===== config.mk =====
export PLATFORM = sky130hd
export DESIGN_NAME = isl_status
export DESIGN_NICKNAME = d
export VERILOG_FILES = /design/src/isl_status.v
export VERILOG_INCLUDE_DIRS = /design/src
export SDC_FILE = /design/constraint.sdc
export NUM_CORES = 1
export LEC_CHECK = 0
export BUFFER_PORTS_ARGS = -buffer_cell sky130_fd_sc_hd__buf_4
export CAP_MARGIN = 20
export CORE_ASPECT_RATIO = 0.75
export CORE_UTILIZATION = 38
export CTS_CLUSTER_SIZE = 28
export DETAILED_ROUTE_END_ITERATION = 6
export GPL_ROUTABILITY_DRIVEN = 0
export GPL_TIMING_DRIVEN = 0
export PLACE_DENSITY = 0.55
export SLEW_MARGIN = 20
export SYNTH_ARGS = -nofsm -noshare
export SYNTH_HDL_FRONTEND = slang
export SYNTH_SLANG_ARGS = --single-unit

===== constraint.sdc =====
create_clock -name clk -period 4.4 [get_ports clk]
set_input_delay 0.44 -clock clk [delete_from_list [all_inputs] [get_ports clk]]
set_output_delay 0.44 -clock clk [all_outputs]
set_load 0.02 [all_outputs]

===== src/isl_defs.vh =====
// Register offsets, field positions and reset values of the transfer status block.
// Assumes an 8-bit byte address on the register port, one 32-bit word per register.
`ifndef ISL_DEFS_VH
`define ISL_DEFS_VH

// Register byte offsets.
`define ISL_OFF_CTRL      8'h00
`define ISL_OFF_STAT      8'h04
`define ISL_OFF_LEN       8'h08
`define ISL_OFF_DATA      8'h10
`define ISL_OFF_STRETCH   8'h1c

// Control register fields.
`define ISL_C_READ        0
`define ISL_C_CLEAR_LO    4
`define ISL_C_CLEAR_HI    5
`define ISL_C_BEGIN       7
`define ISL_C_DONE_EN     8
`define ISL_C_REFILL_EN   9
`define ISL_C_DRAIN_EN    10

// Status register fields.
`define ISL_S_ACTIVE      0
`define ISL_S_DONE        1
`define ISL_S_REFILL      2
`define ISL_S_DRAIN       3
`define ISL_S_SPACE       4
`define ISL_S_DATA        5
`define ISL_S_EMPTY       6
`define ISL_S_FULL        7
`define ISL_S_NOACK       8
`define ISL_S_STRETCH     9

// Reset values.
`define ISL_RST_LEN       16'h0000
`define ISL_RST_STRETCH   16'h0040

// Buffer depth in bytes.
`define ISL_DEPTH         16
`endif


===== src/isl_status.v =====
// Status flags, byte count and shared byte buffer of a single-master two-wire controller.
// Assumes a bit engine on the same clock that sends, receives and ends bytes, and a
// register port on the same clock; the serial clock line arrives from the pins.
//
// Function
// RL1: Status bit 0 reads 1 during a transfer, 0 when idle.
// RL2: Status bit 1 sets when a transfer finishes; write 1 clears it.
// RL3: Interrupt asserts while done flag and done enable are both set.
// RL4: Bit 2 flags refill need during write while buffer under a quarter full; code also needs fewer bytes buffered than remain to send.
// RL5: Interrupt asserts while refill flag and refill enable are both set.
// RL6: Empty buffer mid-write pauses sending until more data is written.
// RL7: Bit 3 flags drain need during read while buffer three quarters full.
// RL8: Interrupt asserts while drain flag and drain enable are both set.
// RL9: Bit 7 shows buffer full; read transfer then stops clocking until space.
// RL10: Bit 4 shows buffer has room for a byte; resets to one.
// RL11: Data writes to a full buffer are dropped without change.
// RL12: Bit 5 shows buffer holds at least one byte.
// RL13: Software checks bit 5 before reading data; empty reads are invalid.
// RL14: Bit 6 shows buffer empty, resets to one; write sends nothing then.
// RL15: Bit 8 sets on a missing acknowledge; write 1 clears it.
// RL16: Bit 9 sets on a clock stretch timeout; write 1 clears it.
// RL17: Length register holds a 16-bit byte count, reset zero.
// RL18: During a transfer length reads the remaining count, counting down per byte.
// RL19: After completion with done set, length reads zero.
// RL20: Idle and not done, length reads last written value, kept for reuse.
// RL21: One shared sixteen-byte buffer; thresholds taken against that depth.
// RL22: Writing 1 to begin bit starts a transfer; it reads back 0.
// RL23: Stretch limit of zero disables the timeout check.
// RL24: Direction bit 0 selects write transfer, 1 selects read transfer.
// RL25: Refill and drain flags stay low without an active matching transfer.
`include "isl_defs.vh"

module isl_status #(
    parameter DEPTH = `ISL_DEPTH,
    parameter AW    = 4
) (
    input  wire        clk,
    input  wire        rst_b,
    input  wire [7:0]  reg_addr,
    input  wire        reg_wr,
    input  wire        reg_rd,
    input  wire [31:0] reg_wdata,
    output wire [31:0] reg_rdata,
    output wire        irq,
    input  wire        scl_in,
    input  wire        scl_release,
    input  wire        scl_tick,
    output wire        eng_start,
    output wire        eng_read,
    output wire [7:0]  eng_tx_data,
    output wire        eng_tx_valid,
    input  wire        eng_tx_take,
    input  wire [7:0]  eng_rx_data,
    input  wire        eng_rx_push,
    output wire        eng_rx_room,
    input  wire        eng_ack_fail,
    input  wire        eng_finish
);

    // Thresholds are worked out at full width, then cut to the count width on purpose.
    localparam integer FULL_I   = DEPTH;
    localparam integer QTR_I    = DEPTH / 4;
    localparam integer TQTR_I   = (DEPTH * 3) / 4;
    localparam [AW:0] CNT_FULL  = FULL_I[AW:0];
    localparam [AW:0] CNT_QTR   = QTR_I[AW:0];
    localparam [AW:0] CNT_3QTR  = TQTR_I[AW:0];
    localparam [AW:0] CNT_ONE   = {{AW{1'b0}}, 1'b1};

    // Register and buffer state.
    reg [7:0]    mem_ff [0:DEPTH-1];
    reg [AW-1:0] wptr_ff;
    reg [AW-1:0] rptr_ff;
    reg [AW:0]   cnt_ff;
    reg          active_ff;
    reg          done_ff;
    reg          noack_ff;
    reg          stretch_ff;
    reg          read_dir_ff;
    reg          done_en_ff;
    reg          refill_en_ff;
    reg          drain_en_ff;
    reg [15:0]   len_wr_ff;
    reg [15:0]   remain_ff;
    reg [15:0]   limit_ff;
    reg [15:0]   stall_cnt_ff;
    reg          scl_meta_ff;
    reg          scl_sync_ff;
    reg          start_ff;
    reg [31:0]   rdata_ff;

    // Decoded register accesses.
    wire wr_ctrl    = reg_wr && (reg_addr == `ISL_OFF_CTRL);
    wire wr_stat    = reg_wr && (reg_addr == `ISL_OFF_STAT);
    wire wr_len     = reg_wr && (reg_addr == `ISL_OFF_LEN);
    wire wr_data    = reg_wr && (reg_addr == `ISL_OFF_DATA);
    wire wr_stretch = reg_wr && (reg_addr == `ISL_OFF_STRETCH);
    wire rd_data    = reg_rd && (reg_addr == `ISL_OFF_DATA);

    wire clear_req  = wr_ctrl && (reg_wdata[`ISL_C_CLEAR_LO] || reg_wdata[`ISL_C_CLEAR_HI]);
    wire begin_req  = wr_ctrl && reg_wdata[`ISL_C_BEGIN] && !active_ff;

    // Buffer level conditions.
    wire buf_full   = (cnt_ff == CNT_FULL);
    wire buf_empty  = (cnt_ff == {(AW+1){1'b0}});

    // Pushes come from software data writes in any state and from the engine on a read.
    wire push_sw    = wr_data && !buf_full && !clear_req; // RL11
    wire push_eng   = eng_rx_push && !buf_full && active_ff && read_dir_ff;
    wire push       = push_sw || push_eng;
    wire [7:0] push_byte = push_eng ? eng_rx_data : reg_wdata[7:0];
    wire pop_sw     = rd_data && !buf_empty;
    wire pop_eng    = eng_tx_take && !buf_empty && active_ff && !read_dir_ff;
    wire pop        = (pop_sw || pop_eng) && !clear_req;
    wire push_ok    = push && !(push_sw && push_eng);
    wire byte_done  = (eng_tx_take && active_ff && !read_dir_ff) || push_eng;

    // Flags that derive from buffer level and direction.
    wire refill_flag = active_ff && !read_dir_ff && (cnt_ff < CNT_QTR)
                       && ({11'h000, cnt_ff} < remain_ff); // RL4 RL25 RL21
    wire drain_flag  = active_ff && read_dir_ff && (cnt_ff >= CNT_3QTR); // RL7 RL25 RL21

    // A slave stretches when the line stays low although the engine releases it.
    wire stretching = active_ff && scl_release && !scl_sync_ff;
    wire stall_hit  = stretching && scl_tick && (limit_ff != 16'h0000)
                      && (stall_cnt_ff == limit_ff - 16'h0001); // RL23

    // Single buffer storage; write pointer advances on each accepted byte.
    always @(posedge clk) begin
        if (push_ok) begin
            mem_ff[wptr_ff] <= push_byte; // RL21
        end
    end

    // Pointers and fill count; clearing empties the buffer at once.
    always @(posedge clk or negedge rst_b) begin
        if (!rst_b) begin
            wptr_ff <= {AW{1'b0}};
            rptr_ff <= {AW{1'b0}};
            cnt_ff  <= {(AW+1){1'b0}};
        end else if (clear_req) begin
            wptr_ff <= {AW{1'b0}};
            rptr_ff <= {AW{1'b0}};
            cnt_ff  <= {(AW+1){1'b0}};
        end else begin
            if (push_ok) begin
                wptr_ff <= wptr_ff + 1'b1;
            end
            if (pop) begin
                rptr_ff <= rptr_ff + 1'b1;
            end
            if (push_ok && !pop) begin
                cnt_ff <= cnt_ff + CNT_ONE;
            end else if (pop && !push_ok) begin
                cnt_ff <= cnt_ff - CNT_ONE;
            end
        end
    end

    // Control fields: direction and interrupt enables.
    always @(posedge clk or negedge rst_b) begin
        if (!rst_b) begin
            read_dir_ff  <= 1'b0;
            done_en_ff   <= 1'b0;
            refill_en_ff <= 1'b0;
            drain_en_ff  <= 1'b0;
        end else if (wr_ctrl) begin
            read_dir_ff  <= reg_wdata[`ISL_C_READ]; // RL24
            done_en_ff   <= reg_wdata[`ISL_C_DONE_EN];
            refill_en_ff <= reg_wdata[`ISL_C_REFILL_EN];
            drain_en_ff  <= reg_wdata[`ISL_C_DRAIN_EN];
        end
    end

    // Begin is a one-cycle pulse toward the engine and never stored as a field.
    always @(posedge clk or negedge rst_b) begin
        if (!rst_b) begin
            start_ff <= 1'b0;
        end else begin
            start_ff <= begin_req; // RL22
        end
    end

    // Activity tracking: set by begin, ended by the engine's finish pulse.
    always @(posedge clk or negedge rst_b) begin
        if (!rst_b) begin
            active_ff <= 1'b0;
        end else if (begin_req) begin
            active_ff <= 1'b1; // RL1
        end else if (eng_finish) begin
            active_ff <= 1'b0; // RL1
        end
    end

    // Sticky flags; a set in the same cycle as a write-one clear wins.
    always @(posedge clk or negedge rst_b) begin
        if (!rst_b) begin
            done_ff    <= 1'b0;
            noack_ff   <= 1'b0;
            stretch_ff <= 1'b0;
        end else begin
            if (active_ff && eng_finish) begin
                done_ff <= 1'b1; // RL2
            end else if (begin_req || (wr_stat && reg_wdata[`ISL_S_DONE])) begin
                done_ff <= 1'b0; // RL2
            end
            if (eng_ack_fail) begin
                noack_ff <= 1'b1; // RL15
            end else if (wr_stat && reg_wdata[`ISL_S_NOACK]) begin
                noack_ff <= 1'b0; // RL15
            end
            if (stall_hit) begin
                stretch_ff <= 1'b1; // RL16
            end else if (wr_stat && reg_wdata[`ISL_S_STRETCH]) begin
                stretch_ff <= 1'b0; // RL16
            end
        end
    end

    // Written length is kept across transfers; the live count reloads from it.
    always @(posedge clk or negedge rst_b) begin
        if (!rst_b) begin
            len_wr_ff <= `ISL_RST_LEN;
            remain_ff <= `ISL_RST_LEN;
        end else begin
            if (wr_len) begin
                len_wr_ff <= reg_wdata[15:0]; // RL17 RL20
            end
            if (begin_req) begin
                remain_ff <= wr_len ? reg_wdata[15:0] : len_wr_ff; // RL20
            end else if (byte_done && (remain_ff != 16'h0000)) begin
                remain_ff <= remain_ff - 16'h0001; // RL18
            end
        end
    end

    // Stretch limit register.
    always @(posedge clk or negedge rst_b) begin
        if (!rst_b) begin
            limit_ff <= `ISL_RST_STRETCH;
        end else if (wr_stretch) begin
            limit_ff <= reg_wdata[15:0];
        end
    end

    // Serial clock line passes two flip-flops before any logic sees it.
    always @(posedge clk or negedge rst_b) begin
        if (!rst_b) begin
            scl_meta_ff <= 1'b1;
            scl_sync_ff <= 1'b1;
        end else begin
            scl_meta_ff <= scl_in;
            scl_sync_ff <= scl_meta_ff;
        end
    end

    // Count bit periods while the line is released yet still held low by a slave.
    always @(posedge clk or negedge rst_b) begin
        if (!rst_b) begin
            stall_cnt_ff <= 16'h0000;
        end else if (!stretching || stall_hit) begin
            stall_cnt_ff <= 16'h0000;
        end else if (scl_tick && (limit_ff != 16'h0000)) begin
            stall_cnt_ff <= stall_cnt_ff + 16'h0001; // RL23
        end
    end

    // Length read view depends on activity and completion.
    wire [15:0] len_view = active_ff ? remain_ff :
                           done_ff   ? 16'h0000  : len_wr_ff; // RL18 RL19 RL20

    // Status word assembled from live conditions and sticky flags.
    wire [31:0] stat_word = {22'h000000,
                             stretch_ff,
                             noack_ff,
                             buf_full,     // RL9
                             buf_empty,    // RL14
                             !buf_empty,   // RL12
                             !buf_full,    // RL10
                             drain_flag,
                             refill_flag,
                             done_ff,
                             active_ff};

    // Read data is registered; the begin and clear bits read back as zero.
    always @(posedge clk or negedge rst_b) begin
        if (!rst_b) begin
            rdata_ff <= 32'h00000000;
        end else if (reg_rd) begin
            case (reg_addr)
                `ISL_OFF_CTRL: begin
                    rdata_ff <= {21'h000000, drain_en_ff, refill_en_ff, done_en_ff,
                                 7'h00, read_dir_ff}; // RL22
                end
                `ISL_OFF_STAT: begin
                    rdata_ff <= stat_word;
                end
                `ISL_OFF_LEN: begin
                    rdata_ff <= {16'h0000, len_view};
                end
                `ISL_OFF_DATA: begin
                    rdata_ff <= {24'h000000, mem_ff[rptr_ff]}; // RL13
                end
                `ISL_OFF_STRETCH: begin
                    rdata_ff <= {16'h0000, limit_ff};
                end
                default: begin
                    rdata_ff <= 32'h00000000;
                end
            endcase
        end
    end

    // Interrupt is a level from flags and their enables.
    assign irq = (done_ff && done_en_ff)        // RL3
              || (refill_flag && refill_en_ff)  // RL5
              || (drain_flag && drain_en_ff);   // RL8

    // Engine handshakes: send only while bytes remain and data is present.
    assign eng_tx_valid = active_ff && !read_dir_ff && !buf_empty
                          && (remain_ff != 16'h0000); // RL6 RL14
    assign eng_rx_room  = !buf_full; // RL9
    assign eng_tx_data  = mem_ff[rptr_ff];
    assign eng_start    = start_ff;
    assign eng_read     = read_dir_ff;
    assign reg_rdata    = rdata_ff;

endmodule


=== Yosys cells after proc, flatten, opt, wreduce, memory -nomap -nowiden ===
Memories as Yosys holds them, arrays and structs flattened.
Cells that the tools add are included.

* Add/subtract/negate cells: 7
* Multiply operators: 0
* Div/mod/pow operators: 0
* Order comparisons: 3
* Equality and inequality tests: 6
* Shift-type cells: 0
* Multiplexer cells: 26
* Bitwise gates (word level): 0
* Reduce and logical (&&, ||, !) cells: 77

{| class="wikitable"
|+ Operators with widths
! operator !! count
|-
| 16-bit 2-to-1 mux || 7
|-
| 16-bit case mux with 5 select lines || 1
|-
| 1-bit logical AND || 46
|-
| 16-bit nonzero test || 2
|-
| 16-bit by 1-bit subtractor with 16-bit output (second input constant) || 2
|-
| 16-bit by 1-bit adder with 16-bit output (second input constant) || 1
|-
| 16-bit equality test || 1
|-
| 8-bit by 5-bit equality test with 1-bit output (second input constant) || 2
|-
| 5-bit by 16-bit less-than comparator with 1-bit output || 1
|-
| 4-bit 2-to-1 mux || 4
|-
| 2-bit nonzero test || 8
|-
| 5-bit 2-to-1 mux || 3
|-
| 1-bit logical NOT || 10
|-
| 1-bit 2-to-1 mux || 10
|-
| 4-bit by 1-bit adder with 4-bit output (second input constant) || 2
|-
| 8-bit by 3-bit equality test with 1-bit output (second input constant) || 1
|-
| 8-bit by 4-bit equality test with 1-bit output (second input constant) || 1
|-
| 8-bit logical NOT || 1
|-
| 1-bit logical OR || 8
|-
| 8-bit 2-to-1 mux || 1
|-
| 5-bit by 1-bit adder with 5-bit output (second input constant) || 1
|-
| 5-bit equality test (second input constant) || 1
|-
| 5-bit by 4-bit greater-or-equal comparator with 1-bit output (second input constant) || 1
|-
| 5-bit logical NOT || 1
|-
| other kinds (3) || 3
|}

* Register bits: 120
* Latch bits: 0
* Bits in writable memories: 128
* Memory bits (read-only): 0
* Bits of input ports: 59
* Logic and storage cells: 139
* Memories kept: 1

{| class="wikitable"
|+ Memory list
! name !! words !! width !! rd ports !! clocked after Yosys merged registers in !! wr ports !! RTL line !! text
|-
| mem_ff || 16 || 8 || 1 || 0 || 1 || isl_status.v:70 || <nowiki>reg [7:0] mem_ff [0:DEPTH-1];</nowiki>
|}

=== Longest topological paths before layout ===
* Depth after elaboration: 13
* Gate-level depth with buffers: 12
* Mapped depth without buffers: 11

=== Least setup slack after synthesis ===
Ideal clock, no wire load.

* Path type: input to register
* From: in reg_addr[7]
* To: reg cnt_ff[4]
* Arrival time: 2.974 ns
* Data required time: 4.279 ns
* Path slack: 1.305 ns
* Stages: 11
* Cells stage by stage: or4_4 -> nor4b_2 -> mux2i_2 -> nand2b_1 -> ha_1 -> a21o_1 -> a21oi_1 -> nand3_1 -> o21ai_1 -> xnor2_1 -> nor2_1

* Word-level cells in the longest chain between the ends: 11
* Elaborated cells on any way between the ends: 23
* Those cells by class: eq/ne: 1; mux: 2; reduce/logical: 20

{| class="wikitable"
|+ RTL lines
! what !! RTL line !! text
|-
| from (decl) || isl_status.v:39 || <nowiki>input wire [7:0] reg_addr,</nowiki>
|-
| 8-bit logical NOT || n/a ||
|-
| 1-bit logical AND || isl_status.v:92 || <nowiki>wire wr_ctrl = reg_wr && (reg_addr == `ISL_OFF_CTRL);</nowiki>
|-
| 1-bit logical AND || isl_status.v:99 || <nowiki>wire clear_req = wr_ctrl && (reg_wdata[`ISL_C_CLEAR_LO] || reg_wdata[`ISL_C_CLEAR_HI]);</nowiki>
|-
| 1-bit logical NOT || isl_status.v:107, isl_status.v:113 ||
|-
| 1-bit logical AND || isl_status.v:107 || <nowiki>wire push_sw = wr_data && !buf_full && !clear_req;</nowiki>
|-
| 1-bit logical AND || isl_status.v:114 || <nowiki>wire push_ok = push && !(push_sw && push_eng);</nowiki>
|-
| 1-bit logical NOT || isl_status.v:114 ||
|-
| 1-bit logical AND || isl_status.v:114 ||
|-
| 1-bit logical AND or 1-bit logical NOT (tied branches) || isl_status.v:151, isl_status.v:153 ||
|-
| 5-bit 2-to-1 mux or 1-bit logical AND (tied branches) || isl_status.v:151, isl_status.v:153 ||
|-
| 5-bit 2-to-1 mux or 3-bit nonzero test (tied branches) || n/a ||
|-
| to (signal assigned) || isl_status.v:139 || <nowiki>cnt_ff <= {(AW+1){1'b0}};</nowiki>
|-
| to (signal assigned) || isl_status.v:143 || <nowiki>cnt_ff <= {(AW+1){1'b0}};</nowiki>
|-
| to (signal assigned) || isl_status.v:152 || <nowiki>cnt_ff <= cnt_ff + CNT_ONE;</nowiki>
|-
| to (decl) || isl_status.v:73 || <nowiki>reg [AW:0] cnt_ff;</nowiki>
|}

Several ways; a longest one is shown, not always the timed one.
A chain may end at the register's enable or synchronous reset.

=== Worst setup path in the final report ===
* From: reg rptr_ff[0]
* To: out eng_tx_data[3]

* Word-level cells in the longest chain between the ends: 1

{| class="wikitable"
|+ RTL lines
! what !! RTL line !! text
|-
| from (decl) || isl_status.v:72 || <nowiki>reg [AW-1:0] rptr_ff;</nowiki>
|-
| from (signal assigned) || isl_status.v:138 || <nowiki>rptr_ff <= {AW{1'b0}};</nowiki>
|-
| from (signal assigned) || isl_status.v:142 || <nowiki>rptr_ff <= {AW{1'b0}};</nowiki>
|-
| from (signal assigned) || isl_status.v:149 || <nowiki>rptr_ff <= rptr_ff + 1'b1;</nowiki>
|-
| memory read 16 x 8 bit || n/a ||
|-
| to (decl) || isl_status.v:50 || <nowiki>output wire [7:0] eng_tx_data,</nowiki>
|}

No other way between the ends.

==> impl_results.md <==
* Number of warnings reported in the yosys synthesis log at 0
* Starting utilization of the core area at 38.8%
* Ports placed on the boundary at 104
* Worst slew pin tran at 1020 ps
* Highest-delay cell along the critical path: mux4_2
* Cell chosen for the clock root: clkbuf_16
* Die Y-Extent at 152 um
* Worst hold stages at 1
* Min-delay src: scl_in
* Number of antenna violations at the first check in global routing at 0
* Peak clock frequency supported by timing at 0.276 GHz
* Port-buffer cells at 69
* TritonCTS clock tree: built
* Area of all sequential standard cells at 6450 sq um
* Maximum root-to-sink buffer count at 3
* Unrepaired setup endpoints after global routing: no
* Top-area cell type share of the netlist area at 33.8%
* Critical Path Sink Type: output pin
* Synthesized cell area at 11400 sq um
* Area of the multi-input gates at 4550 sq um
* Flip-flop and latch count after synthesis at 232
* Remaining Overflow, GRT at 0
* Final critical-path setup slack at 777 ps
* Worst-case reg-to-reg path depth at 11
* Clock edge transition at the registers on the reported setup and hold paths at 60 ps
* Remaining routing DRC violations at 0
* Vias in the first global route at 7288
* Sequential fraction of the synthesis area at 56.8%
* Synthesized instance count at 849
* Number of synthesized flops with an enable pin at 128
* Biggest area contributors in the synthesized netlist: edfxtp_1 (34%), dfrtp_1 (22%), mux4_2 (7.9%)
* Routed wire length at 30500 um
* Average footprint of a synthesized cell at 13.4 sq um
* Final setup violation count at 0
* Slew margin rel. at 32.1%
* Layout Skew at 26.0 ps
* Worst-case register-to-register setup slack at 1100 ps
* Worst-path fanout max at 10
* Number of sinks handled by clock tree synthesis at 232
* Largest net degree at the start of global routing at 75
* Area inside the core boundary at 29300 sq um
* Number of pins exceeding their max-slew limit in the final report at 0
* Clock buffer count from CTS at 25
* Leading cell types in the layout, fill and taps excluded: edfxtp_1 (128), dfrtp_1 (101), buf_4 (87), nor2_1 (50)
* FF-to-FF End: cnt_ff[4]
* Mean routed wirelength per cell at 22.1 um
* Max-capacitance violation count at 0
* PwrDens at 377 nW/um^2
* Number of vias in the routed layout at 7529
* Wire length of the first global-routing pass at 46000 um
* Largest stage delay, worst path at 590 ps
* Number of DRC markers in iteration 0 at 772
* Main flop type after synthesis: edfxtp_1
* DPL Wire Length at 22300 um
* Post-synthesis cell type with the largest combined area: edfxtp_1
* Die Wd at 202 um
* Final core utilization at 45.7%
* Total count of hold-check failures in the final report at 0
* Endpoint, Worst Hold: scl_meta_ff
* Data arrival time of the critical path at 3180 ps
* Most frequent CP cell: mux4_2
* Type of the worst setup path: reg -> out
* Layout cell share with drive strength beyond 1 at 28.1%
* Critical path required time at 3960 ps
* Minimum clock period at 3620 ps
* Ordered cell list for the critical path: clkbuf_1 -> buf_2 -> mux4_2 -> mux4_2 -> buf_4
* Worst-Skew Late Latency at 550 ps
* Crit start category: flop
* Pre-CTS setup slack at 796 ps
* Most common cell after layout, fill and taps aside: edfxtp_1
* DR pass1 iterations at 5
* Layout area overhead at 17.7%
* Number of nets in the final layout at 1049
* Fill cell instance count of the final layout at 2650
* P_leak at 5.19 nW
* Sum of internal, switching and leakage power at 5.04 mW
* VDD IR max at 296 uV
* Routed via count divided by cell count at 5.45
* R2r startpoint: cnt_ff[2]
* Routed Antenna Nets at 0
* Cell Rows at 54
* Number of distinct library cells after synthesis at 83
* Path type of the worst min-delay path: in -> reg
* Run status: completed
* Post-CTS setup repair buffer count at 0
* Total inserted antenna cells at 0
* Tcrit/Tclk final at 82.3%
* Ys async rst share at 44.8%
* Worst Hold Slack at 25.0 ps
* Overall global routing resource usage at 20.2%
* H-tree depth at 1
* Die Footprint at 30600 sq um
[what timing repair did]
action / 4_1_cts / 5_1_grt
resized for setup: 0 / 0
hold buffers: 1 / 0
hold endpoints to repair: 28 / 0
[worst max-delay path, delay by kind of cell (launching register included)]
family	cells	cell delay [ps]
buffers and inverters	3	1130
DFF	1	370
muxes	2	1130
[worst max path at each step]
stage | start | cells after the start | endpoint
finish | rptr_ff[0] | 5 | eng_tx_data[3]
floorplan | reg_addr[7] | 11 | cnt_ff[4]
detailed placement | reg_addr[7] | 12 | cnt_ff[4]
global placement | reg_addr[7] | 6 | mem_ff[2][3]
global route | rptr_ff[0] | 5 | eng_tx_data[4]
CTS | rptr_ff[0] | 5 | eng_tx_data[4]
[final cells by class]
class / instances / area share [%]
Buffer: 62 / 2.58
Clock buffer: 27 / 4.74
Clock inverter: 18 / 1.22
Inverter: 32 / 0.899
Multi-Input combinational cell: 538 / 34.0
Sequential cell: 232 / 48.3
Tap cell: 392 / 3.67
Timing Repair Buffer: 81 / 4.62
[power breakdown]
group / internal (mW) / total [mW] / switching, mW
clock network: 1.17 / 2.06 / 0.892
registers: 2.34 / 2.39 / 0.0568
logic: 0.252 / 0.584 / 0.332
total: 3.76 / 5.04 / 1.28
[per-stage QoR]
stage,instance area [sq um],std cells,TNS (ps)
2_1_floorplan,11400,864,0
4_1_cts,13400,1382,0
6_report,13400,1382,0
5_1_grt,13400,1382,0
3_3_place_gp,12400,1325,-5000
3_5_place_dp,12600,1336,0
[synthesized netlist by cell type (all sizes together) (3+ instances only)]
master / n
or3: 13
mux2i: 4
nand2b: 5
dfrtp: 101
clkbuf: 29
xor2: 21
nand3: 29
xnor2: 29
o21ai: 15
nand4: 7
o22ai: 19
nor3b: 4
buf: 33
a22oi: 20
nand2: 39
and3: 7
o31ai: 5
ha: 17
a21oi: 28
inv: 32
mux4: 40
nor2: 51
a221oi: 6
dfstp: 3
nor3: 32
o211ai: 6
a21o: 11
edfxtp: 128
nor4b: 3
and2: 7
mux2: 44
or4: 5
o311ai: 4
or2: 3
nor4: 15
[registers in the layout, indices dropped and copies added, names as in the netlist, 4 cells and up]
signal and flops:
limit_ff 16, stall_cnt_ff 16, rptr_ff 4, remain_ff 16, len_wr_ff 16, mem_ff 128
cnt_ff 5, wptr_ff 4, reg_rdata 16
[layer usage]
layer	vias up	track usage (%)	routed length [um]
met5	-	0	0
met4	0	4.89	651
met3	44	2.65	1610
li1	3444	-	-
met1	3817	32.8	15800
met2	224	28.0	12500
[cell families (layout without fill, tap and decap cells)]
family,Yosys count,after routing,share of synthesized area [%]
AOI/OAI and AO/OA,134,134,8.37
xor gates and xnor gates,50,50,3.92
adders and majority gates,18,18,2.05
buffers and inverters,94,220,4.10
DFF,232,232,56.8
muxes,88,88,12.7
other,1,16,0.0330
and+or+nand+nor,232,232,12.0
No activity file was read; power rests on OpenSTA's default activity.
